--- src/logic/aperture_delay_pkg.sv ---
// How it works
// - Calibration done reads 1 only while enable is set and calibration finished.
// - Status field bits 16-0 return the delay word the calibration computed.
// - Clock invert bit set to 1 inverts the device sample clock.
// - Coarse field sets the aperture delay while calibration enable is 0.
// - Fine field adds a finer delay adjustment beside the coarse setting.
// - Ramp moves one code, or four with rate set, per 256 cycles.
// - Without ramping a coarse write reaches the output within 1024 cycles.
// - With ramping the delay steps until it equals the written coarse value.
// - A rising edge of calibration enable launches the calibration sequence.
// - While calibration enable is 1 the manual delay register is ignored.
package aperture_delay_pkg;

  // ----------------------------------------
  // Register indices; byte address is four times the index.
  // ----------------------------------------
  localparam logic [11:0] SYNC_CAL_ENABLE_IDX = 12'h2B0;
  localparam logic [11:0] SYNC_CAL_STATUS_IDX = 12'h2B2;
  localparam logic [11:0] APERTURE_DELAY_ADJUST_IDX = 12'h2B5;
  localparam logic [11:0] DELAY_RAMP_CONTROL_IDX = 12'h2B8;
  localparam int ADDR_W = 12;

  // ----------------------------------------
  // Field positions and reset values.
  // ----------------------------------------
  localparam int ENABLE_BIT = 0;
  localparam int DONE_BIT = 17;
  localparam int RESULT_W = 17;
  localparam int INVERT_BIT = 16;
  localparam int COARSE_LSB = 8;
  localparam int COARSE_W = 8;
  localparam int FINE_LSB = 0;
  localparam int FINE_W = 8;
  localparam int RAMP_EN_BIT = 0;
  localparam int RAMP_RATE_BIT = 1;
  localparam logic [7:0] ENABLE_RESET = 8'h00;
  localparam logic [23:0] ADJUST_RESET = 24'h000000;
  localparam logic [7:0] RAMP_RESET = 8'h00;

  // ----------------------------------------
  // Timing counts in device clock cycles, and ramp step sizes in codes.
  // ----------------------------------------
  localparam int RAMP_PERIOD_CYCLES = 256;
  localparam int ABRUPT_LIMIT_CYCLES = 1024;
  localparam logic [7:0] STEP_SLOW = 8'h01;
  localparam logic [7:0] STEP_FAST = 8'h04;

  // ----------------------------------------
  // Bus responses.
  // ----------------------------------------
  localparam logic [1:0] RESP_OKAY = 2'h0;
  localparam logic [1:0] RESP_SLVERR = 2'h2;

endpackage

--- src/logic/coarse_ramp.sv ---
`timescale 1ns/10ps
module coarse_ramp #(
  parameter int W = 8,
  parameter int PERIOD = aperture_delay_pkg::RAMP_PERIOD_CYCLES
) (
  // Clock and reset
  input wire logic aclk,
  input wire logic aresetn,
  // Target and mode
  input wire logic [W-1:0] target,
  input wire logic ramp_en,
  input wire logic fast,
  // Applied value
  output logic [W-1:0] applied,
  output logic busy
);

  localparam int CW = $clog2(PERIOD);

  logic [W-1:0] applied_r;
  logic [CW-1:0] tick_r;
  logic [CW-1:0] tick_nxt;
  logic [W-1:0] step;
  logic [W-1:0] diff_up;
  logic [W-1:0] diff_dn;
  logic going_up;
  logic tick_end;
  logic [W-1:0] applied_nxt;

  // ----------------------------------------
  // Step selection.
  // ----------------------------------------
  // The step is clamped to the remaining distance so the ramp never overshoots.
  assign going_up = target > applied_r;
  assign diff_up = target - applied_r;
  assign diff_dn = applied_r - target;
  assign step = fast ? W'(aperture_delay_pkg::STEP_FAST) : W'(aperture_delay_pkg::STEP_SLOW);
  assign tick_end = tick_r == CW'(PERIOD - 1);
  assign busy = applied_r != target;
  assign tick_nxt = busy ? tick_r + CW'(1) : '0;

  // Target is read live, so a new write simply retargets the ramp.
  always_comb begin
    applied_nxt = applied_r;
    if (!ramp_en) begin
      applied_nxt = target;
    end else if (busy && tick_end) begin
      if (going_up) begin
        applied_nxt = (diff_up < step) ? target : applied_r + step;
      end else begin
        applied_nxt = (diff_dn < step) ? target : applied_r - step;
      end
    end
  end

  always_ff @(posedge aclk) begin
    if (!aresetn) begin
      applied_r <= '0;
      tick_r <= '0;
    end else begin
      applied_r <= applied_nxt;
      tick_r <= tick_nxt;
    end
  end

  assign applied = applied_r;

endmodule

--- src/logic/aperture_delay_adjust_ctrl.sv ---
// Added by the designer: the AXI4-Lite interface to the registers.
`timescale 1ns/10ps
module aperture_delay_adjust_ctrl #(
  parameter int RESULT_W = aperture_delay_pkg::RESULT_W
) (
  // Clock and reset
  input wire logic aclk,
  input wire logic aresetn,
  // AXI4-Lite write address
  input wire logic [aperture_delay_pkg::ADDR_W+1:0] s_axi_awaddr,
  input wire logic s_axi_awvalid,
  output logic s_axi_awready,
  // AXI4-Lite write data
  input wire logic [31:0] s_axi_wdata,
  input wire logic [3:0] s_axi_wstrb,
  input wire logic s_axi_wvalid,
  output logic s_axi_wready,
  // AXI4-Lite write response
  output logic [1:0] s_axi_bresp,
  output logic s_axi_bvalid,
  input wire logic s_axi_bready,
  // AXI4-Lite read address
  input wire logic [aperture_delay_pkg::ADDR_W+1:0] s_axi_araddr,
  input wire logic s_axi_arvalid,
  output logic s_axi_arready,
  // AXI4-Lite read data
  output logic [31:0] s_axi_rdata,
  output logic [1:0] s_axi_rresp,
  output logic s_axi_rvalid,
  input wire logic s_axi_rready,
  // Calibration engine
  output logic sync_cal_start,
  input wire logic sync_cal_complete,
  input wire logic [RESULT_W-1:0] sync_cal_delay_in,
  // Delay outputs
  output logic sample_clock_invert,
  output logic [aperture_delay_pkg::COARSE_W-1:0] coarse_delay,
  output logic [aperture_delay_pkg::FINE_W-1:0] fine_delay,
  output logic ramp_busy
);

  // ----------------------------------------
  // Declarations
  // ----------------------------------------
  localparam int AW = aperture_delay_pkg::ADDR_W;

  logic [7:0] enable_reg_r;
  logic [23:0] adjust_reg_r;
  logic [7:0] ramp_reg_r;
  logic [RESULT_W-1:0] result_r;
  logic finished_r;
  logic enable_prev_r;

  logic [AW-1:0] awidx_r;
  logic aw_have_r;
  logic [31:0] wdata_r;
  logic [3:0] wstrb_r;
  logic w_have_r;
  logic bvalid_r;
  logic [1:0] bresp_r;
  logic rvalid_r;
  logic [31:0] rdata_r;
  logic [1:0] rresp_r;

  logic sync_cal_enable;
  logic sync_cal_done;
  logic [23:0] sync_cal_status_reg;
  logic [7:0] coarse_applied;
  logic wr_fire;
  logic rd_fire;
  logic [AW-1:0] aridx;
  logic wr_hit_enable;
  logic wr_hit_adjust;
  logic wr_hit_ramp;
  logic wr_mapped;
  logic [31:0] rd_value;
  logic rd_mapped;

  // ----------------------------------------
  // Helpers
  // ----------------------------------------
  // Byte-lane merge used for every writable register.
  function automatic logic [31:0] merge(input logic [31:0] old, input logic [31:0] nw, input logic [3:0] strb);
    logic [31:0] res;
    res = old;
    for (int i = 0; i < 4; i++) begin
      if (strb[i]) begin
        res[i*8 +: 8] = nw[i*8 +: 8];
      end
    end
    return res;
  endfunction

  // Word index from a byte address; low two bits are ignored.
  function automatic logic [AW-1:0] word_idx(input logic [AW+1:0] a);
    return a[AW+1:2];
  endfunction

  // ----------------------------------------
  // Write channel
  // ----------------------------------------
  // Address and data are caught independently; the response waits for both.
  assign s_axi_awready = !aw_have_r && !bvalid_r;
  assign s_axi_wready = !w_have_r && !bvalid_r;
  assign wr_fire = aw_have_r && w_have_r && !bvalid_r;
  assign wr_hit_enable = awidx_r == aperture_delay_pkg::SYNC_CAL_ENABLE_IDX;
  assign wr_hit_adjust = awidx_r == aperture_delay_pkg::APERTURE_DELAY_ADJUST_IDX;
  assign wr_hit_ramp = awidx_r == aperture_delay_pkg::DELAY_RAMP_CONTROL_IDX;
  assign wr_mapped = wr_hit_enable || wr_hit_adjust || wr_hit_ramp;

  always_ff @(posedge aclk) begin
    if (!aresetn) begin
      aw_have_r <= 1'b0;
      awidx_r <= '0;
    end else if (s_axi_awvalid && s_axi_awready) begin
      aw_have_r <= 1'b1;
      awidx_r <= word_idx(s_axi_awaddr);
    end else if (wr_fire) begin
      aw_have_r <= 1'b0;
    end
  end

  always_ff @(posedge aclk) begin
    if (!aresetn) begin
      w_have_r <= 1'b0;
      wdata_r <= '0;
      wstrb_r <= '0;
    end else if (s_axi_wvalid && s_axi_wready) begin
      w_have_r <= 1'b1;
      wdata_r <= s_axi_wdata;
      wstrb_r <= s_axi_wstrb;
    end else if (wr_fire) begin
      w_have_r <= 1'b0;
    end
  end

  always_ff @(posedge aclk) begin
    if (!aresetn) begin
      bvalid_r <= 1'b0;
      bresp_r <= aperture_delay_pkg::RESP_OKAY;
    end else if (wr_fire) begin
      bvalid_r <= 1'b1;
      bresp_r <= wr_mapped ? aperture_delay_pkg::RESP_OKAY : aperture_delay_pkg::RESP_SLVERR;
    end else if (s_axi_bready) begin
      bvalid_r <= 1'b0;
    end
  end

  assign s_axi_bvalid = bvalid_r;
  assign s_axi_bresp = bresp_r;

  // ----------------------------------------
  // Register storage
  // ----------------------------------------
  // The status register is read-only; writes to it are answered with an error.
  always_ff @(posedge aclk) begin
    if (!aresetn) begin
      enable_reg_r <= aperture_delay_pkg::ENABLE_RESET;
      adjust_reg_r <= aperture_delay_pkg::ADJUST_RESET;
      ramp_reg_r <= aperture_delay_pkg::RAMP_RESET;
    end else if (wr_fire) begin
      if (wr_hit_enable) begin
        enable_reg_r <= 8'(merge(32'(enable_reg_r), wdata_r, wstrb_r));
      end
      if (wr_hit_adjust) begin
        adjust_reg_r <= 24'(merge(32'(adjust_reg_r), wdata_r, wstrb_r));
      end
      if (wr_hit_ramp) begin
        ramp_reg_r <= 8'(merge(32'(ramp_reg_r), wdata_r, wstrb_r));
      end
    end
  end

  // ----------------------------------------
  // Calibration control
  // ----------------------------------------
  assign sync_cal_enable = enable_reg_r[aperture_delay_pkg::ENABLE_BIT];
  assign sync_cal_start = sync_cal_enable && !enable_prev_r;

  // Completion in the launch cycle wins over the clear.
  always_ff @(posedge aclk) begin
    if (!aresetn) begin
      enable_prev_r <= 1'b0;
      finished_r <= 1'b0;
      result_r <= '0;
    end else begin
      enable_prev_r <= sync_cal_enable;
      if (sync_cal_complete && sync_cal_enable) begin
        finished_r <= 1'b1;
        result_r <= sync_cal_delay_in;
      end else if (sync_cal_start) begin
        finished_r <= 1'b0;
      end
    end
  end

  assign sync_cal_done = sync_cal_enable && finished_r;
  assign sync_cal_status_reg = {6'h00, sync_cal_done, result_r};

  // ----------------------------------------
  // Coarse ramp
  // ----------------------------------------
  coarse_ramp #(
    .W(aperture_delay_pkg::COARSE_W),
    .PERIOD(aperture_delay_pkg::RAMP_PERIOD_CYCLES)
  ) u_ramp (
    .aclk(aclk),
    .aresetn(aresetn),
    .target(adjust_reg_r[aperture_delay_pkg::COARSE_LSB +: aperture_delay_pkg::COARSE_W]),
    .ramp_en(ramp_reg_r[aperture_delay_pkg::RAMP_EN_BIT]),
    .fast(ramp_reg_r[aperture_delay_pkg::RAMP_RATE_BIT]),
    .applied(coarse_applied),
    .busy(ramp_busy)
  );

  // ----------------------------------------
  // Delay outputs
  // ----------------------------------------
  // Outputs are registered so the delay line never sees a decode glitch.
  // With calibration enabled the calibrated word replaces the manual one.
  always_ff @(posedge aclk) begin
    if (!aresetn) begin
      sample_clock_invert <= 1'b0;
      coarse_delay <= '0;
      fine_delay <= '0;
    end else if (sync_cal_enable) begin
      sample_clock_invert <= result_r[aperture_delay_pkg::INVERT_BIT];
      coarse_delay <= result_r[aperture_delay_pkg::COARSE_LSB +: aperture_delay_pkg::COARSE_W];
      fine_delay <= result_r[aperture_delay_pkg::FINE_LSB +: aperture_delay_pkg::FINE_W];
    end else begin
      sample_clock_invert <= adjust_reg_r[aperture_delay_pkg::INVERT_BIT];
      coarse_delay <= coarse_applied;
      fine_delay <= adjust_reg_r[aperture_delay_pkg::FINE_LSB +: aperture_delay_pkg::FINE_W];
    end
  end

  // ----------------------------------------
  // Read channel
  // ----------------------------------------
  assign aridx = word_idx(s_axi_araddr);
  assign s_axi_arready = !rvalid_r;
  assign rd_fire = s_axi_arvalid && !rvalid_r;

  always_comb begin
    rd_value = 32'h00000000;
    rd_mapped = 1'b1;
    unique case (aridx)
      aperture_delay_pkg::SYNC_CAL_ENABLE_IDX: rd_value = 32'(enable_reg_r);
      aperture_delay_pkg::SYNC_CAL_STATUS_IDX: rd_value = 32'(sync_cal_status_reg);
      aperture_delay_pkg::APERTURE_DELAY_ADJUST_IDX: rd_value = 32'(adjust_reg_r);
      aperture_delay_pkg::DELAY_RAMP_CONTROL_IDX: rd_value = 32'(ramp_reg_r);
      default: rd_mapped = 1'b0;
    endcase
  end

  always_ff @(posedge aclk) begin
    if (!aresetn) begin
      rvalid_r <= 1'b0;
      rdata_r <= '0;
      rresp_r <= aperture_delay_pkg::RESP_OKAY;
    end else if (rd_fire) begin
      rvalid_r <= 1'b1;
      rdata_r <= rd_value;
      rresp_r <= rd_mapped ? aperture_delay_pkg::RESP_OKAY : aperture_delay_pkg::RESP_SLVERR;
    end else if (s_axi_rready) begin
      rvalid_r <= 1'b0;
    end
  end

  assign s_axi_rvalid = rvalid_r;
  assign s_axi_rdata = rdata_r;
  assign s_axi_rresp = rresp_r;

endmodule

--- config.mk ---
export PLATFORM = sky130hd
export DESIGN_NAME = aperture_delay_adjust_ctrl
export DESIGN_NICKNAME = d
export VERILOG_FILES = /design/src/logic/aperture_delay_pkg.sv /design/src/logic/coarse_ramp.sv /design/src/logic/aperture_delay_adjust_ctrl.sv
export SDC_FILE = /design/constraint.sdc
export NUM_CORES = 1
export LEC_CHECK = 0
export BUFFER_PORTS_ARGS = -buffer_cell sky130_fd_sc_hd__buf_2
export CELL_PAD_IN_SITES_DETAIL_PLACEMENT = 2
export CELL_PAD_IN_SITES_GLOBAL_PLACEMENT = 2
export CORE_ASPECT_RATIO = 0.7
export CORE_MARGIN = 1.5
export CORE_UTILIZATION = 32
export CTS_CLUSTER_SIZE = 20
export DETAILED_ROUTE_END_ITERATION = 8
export GPL_TIMING_DRIVEN = 0
export PLACE_DENSITY = 0.81
export SYNTH_ARGS = -nofsm -noshare
export SYNTH_HDL_FRONTEND = slang
export SYNTH_SLANG_ARGS = --single-unit
--- constraint.sdc ---
create_clock -name aclk -period 3.5 [get_ports aclk]
set_clock_uncertainty 0.1 [all_clocks]
set_input_delay 0.7 -clock aclk [delete_from_list [all_inputs] [get_ports aclk]]
set_output_delay 0.7 -clock aclk [all_outputs]
set_load 0.05 [all_outputs]
==> results of run 1 <==
## worst paths after layout
kind	from	to	slack, ps	cells after the start
max	adjust_reg_r[14]	u_ramp.applied[7]	60	10
min	s_axi_rready	s_axi_rvalid	330	2
max reg2reg	adjust_reg_r[14]	u_ramp.applied[7]	60	10
min reg2reg	awidx_r[9]	awidx_r[9]	360	2
## state kept, by name (all words and copies together) (netlist names)
signal and count:
s_axi_rdata 24, sample_clock_invert 1, coarse_delay 8, u_ramp.tick_r 8, enable_prev_r 1, s_axi_rvalid 1
finished_r 1, awidx_r 12, fine_delay 8, aw_have_r 1, ramp_reg_r 8, wstrb_r 3
s_axi_rresp 1, adjust_reg_r 24, s_axi_bvalid 1, u_ramp.applied 8, w_have_r 1, enable_reg_r 8
result_r 17, s_axi_bresp 1, wdata_r 24
## cell usage in the layout, fill, tap and decap left out, types with 5 or more instances in the layout
| master | synthesis | layout |
|---|---|---|
| nor2_1 | 126 | 126 |
| clkbuf_16 | 0 | 17 |
| mux2i_1 | 70 | 70 |
| inv_1 | 29 | 29 |
| conb_1 | 1 | 10 |
| a221oi_1 | 21 | 21 |
| xnor2_1 | 9 | 9 |
| xor2_1 | 6 | 6 |
| and2_1 | 6 | 6 |
| nand2_1 | 143 | 143 |
| o21ai_1 | 6 | 5 |
| dfxtp_1 | 161 | 156 |
| dfxtp_2 | 0 | 5 |
| nor3_1 | 17 | 17 |
| o21ai_0 | 17 | 17 |
| a31oi_1 | 5 | 5 |
| nor2b_1 | 7 | 7 |
| and3_1 | 5 | 5 |
| buf_2 | 1 | 125 |
| ha_1 | 24 | 24 |
| a21oi_1 | 90 | 88 |
| buf_4 | 11 | 13 |
| nand3_1 | 15 | 15 |
| clkbuf_1 | 41 | 41 |
## per-layer routing
layer  vias up  wire (um)  GRT usage (%)
li1       3294          -              -
met1      3495      14200           35.1
met2       235      11900           36.3
met3        34       1820           5.00
met4         0        401           6.65
met5         -          0              0
## worst max-delay path, cell delays in order, from the launching register on
cell and delay, ps:
dfxtp_1 470, inv_1 120, ha_1 420, and4_4 230, a21boi_1 140, or4_4 500
a2111oi_4 430, nand2_2 210, and3_1 220, a311o_1 340, a211oi_2 170
## cell type report
type                    count  area, sq um
multi-input cells         640         3810
flip-flops and latches    161         3230
clock inverters             8          151
repair buffers            126          636
clock buffers              23          478
fillers                  2603        13500
plain buffers              54          249
well taps                 312          390
inverters                  29          109
## timing repair
action                     4_1_cts  5_1_grt
setup endpoints to repair        7        7
gates resized for setup          6       11
pin swaps                        0        2
setup buffers                    0        2
## logic make-up (layout without fill, tap and decap cells)
family                     after synthesis  count (layout)  synth area share [%]
other                                    1              10                0.0513
AOI/OAI and AO/OA                      171             171                  14.5
DFF                                    161             161                  44.0
buffers and inverters                   83             240                  4.84
and+or+nand+nor                        348             348                  20.5
adders and majority gates               26              26                  4.65
muxes                                   70              70                  9.58
xor gates and xnor gates                15              15                  1.80
## power by group
group          leakage, uW  internal, uW  total [uW]  switching, uW
clock network     0.000296          1250        2050            796
registers          0.00131          1870        1910           32.8
logic              0.00215          94.9         333            238
## metrics by stage
stage / std cells / util, % / total power [uW]
floorplan: 884 / - / 2140
CTS: 1351 / 39.9 / 4310
detailed placement: 1320 / 37.1 / 2280
global placement: 1320 / 37.1 / 2270
global route: 1353 / 40.1 / 4430
finish: 1353 / 40.1 / 4290
==> reports/results.ini, run 1 <==
[status]
outcome=completed

[detailed_routing]
vias=7058
avgRoutedWirePerCell_um=20.9
drc=0
via_per_inst=5.22
initialDrtViolationCount=451
dr.pass1.iters=6
wl_um=28300
antenna_left=0

[sta]
max_freq_mhz=291
report.final.hold_viol_count=0
worstMarginPinSlew_ps=983
worst_hold_slack_ps=331
slew_headroom_pct=34.0
period_share_pct=98.2
setup_violations=0
slew_violations=0
timing.final.ws_setup_ps=63.7
period_needed_ps=3440
fin_setup_tns_ps=0

[run]
max-cap-violations=0

[clock_network]
cts-htree-levels=4
clk_path_buf_depth=2
cts-root-buf=clkbuf_16
cts_tree=done
holdBufCountCts=0
cts_buffers=17
cts_sinks=161
clock_latency_ps=450
clk_pin_slew_worst_paths_ps=70

[synth]
ys_ff_latch=161
async_flop_share_pct=0
synth_most_common_cell=dfxtp_1
yosys.area.top_type_share_pct=44.0
synthTopCellsByCount=dfxtp_1 (161), nand2_1 (143), nor2_1 (126)
synthFlopType=dfxtp_1
synth_edf_count=0
yosysWarnings=0
synthCells=875
netlist_top_cells_area=dfxtp_1 (44%), mux2i_1 (9.6%), nand2_1 (7.3%)
yosysTopAreaCell=dfxtp_1
ys_types=60
yosysSeqAreaShare_pct=44.0
syn_avg_cell_area_sq_um=8.36
synth_area_sq_um=7320

[critical_path]
worstPathArrival_ps=3690
end_kind=flop
critPathLaunchType=flop
worstPathRequired_ps=3760
crit_type=flop to flop
cp_max_fo=7

[placement]
place_area_sq_um=8360
dp_hpwl_um=21000
io_buffer_count=124
place_congestion=0.908
dp_slack_ps=-268

[finish]
area_growth_pct=23.8
design_area_sq_um=9060
n_antenna_cell=0
drive_gt1_share_pct=18.1
layout.nets=1144

[global_route]
gr-total-overflow=0
grt_pass1_wl_um=43000
grt_pass1_vias=7235
antenna_found_initial=0
grt_start_max_net_pins=17
grt_usage_pct=24.3

[pwr]
power_density_nw_per_um2=473
leakage_uw=0.00375
vdd_drop_max_v=0.000378

[die]
die_width_um=184
die_area_sq_um=23800
ios=149
start_util_pct=32.4
core_sq_um=22600
chipHeight_um=130
rows=46

[worst_hold_path]
hold_path_class=input port to flop

No activity file was read; power rests on OpenSTA's default activity.
==> run 2, diff against run 1 <==
--- a/config.mk
+++ b/config.mk
@@ -14,7 +14,7 @@
 export CTS_CLUSTER_SIZE = 20
 export DETAILED_ROUTE_END_ITERATION = 8
 export GPL_TIMING_DRIVEN = 0
-export PLACE_DENSITY = 0.81
+export PLACE_DENSITY = 0.84
 export SYNTH_ARGS = -nofsm -noshare
 export SYNTH_HDL_FRONTEND = slang
 export SYNTH_SLANG_ARGS = --single-unit
==> run 2 against run 1 <==
  * Non-clock buffer count decreased by 1
  * Combinational power about the same
  * Core utilization fell by 0.16 points
  * Design area down 0.39%
  * Sequential share of layout area rose by 0.15 points
  * Total power is 3.8% lower
  * Largest power group is now sequential cells
  * Cell count unchanged
  * Sequential power about the same
==> reports/results.ini, run 2 (same netlist as run 1, synthesis figures left out) <==
[detailed_routing]
dr.pass1.iters=5
initialDrtViolationCount=424
vias=6973
drc=0
wl_um=27900
via_per_inst=5.15
antenna_left=0
avgRoutedWirePerCell_um=20.6

[clock_network]
clk_pin_slew_worst_paths_ps=80
cts-root-buf=clkbuf_16
cts_sinks=161
holdBufCountCts=0
clk_path_buf_depth=2
cts-htree-levels=4
clock_latency_ps=440
cts_buffers=17
cts_tree=done

[sta]
setup_violations=0
period_needed_ps=3500
worstMarginPinSlew_ps=941
slew_headroom_pct=37.3
max_freq_mhz=286
slew_violations=0
worst_hold_slack_ps=350
fin_setup_tns_ps=0
report.final.hold_viol_count=0
period_share_pct=100

[finish]
layout.nets=1143
area_growth_pct=23.3
drive_gt1_share_pct=18.5
mostFrequentLayoutCells=dfxtp_1 (155), nand2_1 (142), buf_2 (126), nor2_1 (126), a21oi_1 (89)
n_antenna_cell=0
layout_commonest_cell=dfxtp_1

[global_route]
grt_usage_pct=24.1
grt_start_max_net_pins=19
grt_pass1_vias=7368
grt_pass1_wl_um=42700
gr-total-overflow=0
antenna_found_initial=0

[run]
max-cap-violations=0

[worst_hold_path]
hp-start=s_axi_rready
whs_path_depth=2
hold_path_class=input port to flop
min_to=s_axi_rvalid

[pwr]
leakage_uw=0.00374
power_density_nw_per_um2=457
vdd_drop_max_v=0.000352
finalPower_uw=4120

[placement]
dp_hpwl_um=20900
place_congestion=0.882
io_buffer_count=124

[critical_path]
worstReg2RegEnd=u_ramp.applied[3]
end_kind=flop
path_cells=inv_1, ha_1, and4_4, a21boi_1, or4_4, a2111oi_4, nand3_1, o21a_1, o221ai_1, a31oi_2
r2r_cells=10
worstPathRequired_ps=3650
cpPeakStageDelay_ps=570
cp_slowest_cell=dfxtp_1
worstPathArrival_ps=3650
cp_max_fo=6
critPathLaunchType=flop
cp_top_family=compound AO/OA/AOI/OAI gates
reg2reg_slack_ps=1
crit_buf_inv=1
r2r-start=adjust_reg_r[11]
crit_type=flop to flop

[die]
die_area_sq_um=23800
rows=46
core_sq_um=22600
chipHeight_um=130
die_width_um=184
ios=149
start_util_pct=32.4

[status]
outcome=completed

run 2: cell type report:
type / count / area, sq um
timing repair buffer: 125 / 628
sequential: 161 / 3230
tap: 312 / 390
fill: 2581 / 13500
multi-input combinational: 640 / 3820
clock buffer: 17 / 425
buffer: 54 / 248
inverter: 29 / 109
clock inverter: 15 / 166
run 2: routing by layer:
layer | vias to the layer above | share of wire [%] | global-route usage, %
li1 | 3295 | - | -
met4 | 0 | 1.4 | 6.46
met5 | - | 0 | 0
met2 | 201 | 43 | 37.7
met3 | 33 | 5.2 | 4.58
met1 | 3444 | 50 | 34.0
run 2: power breakdown:
group / total (uW) / switching, uW / internal [uW]
Combinational: 332 / 237 / 94.8
Clock: 1890 / 928 / 958
Sequential: 1910 / 32.6 / 1870
run 2: per-stage QoR:
stage	utilization [%]	cells	area [sq um]	setup WS [ps]
4_1_cts	39.8	1352	8990	13.3
3_5_place_dp	37.1	1320	8360	-246
2_1_floorplan	-	884	7350	547
5_1_grt	40.0	1353	9020	-18.2
6_report	40.0	1353	9020	1.23
3_3_place_gp	37.1	1320	8360	-255
run 2: worst max path at each step:
| stage | start | endpoint | cells past startpoint |
|---|---|---|---|
| 2_1_floorplan | adjust_reg_r[10] | u_ramp.applied[0] | 11 |
| 3_3_place_gp | adjust_reg_r[12] | u_ramp.applied[0] | 11 |
| 3_5_place_dp | adjust_reg_r[12] | u_ramp.applied[0] | 11 |
| 4_1_cts | adjust_reg_r[8] | u_ramp.applied[3] | 12 |
| 5_1_grt | adjust_reg_r[11] | u_ramp.applied[3] | 10 |
| 6_report | adjust_reg_r[11] | u_ramp.applied[3] | 10 |
run 2: what timing repair did:
action | CTS | global route
pin swaps | 0 | 1
setup buffers | 0 | 1
setup endpoints to repair | 7 | 6
gates resized for setup | 7 | 12
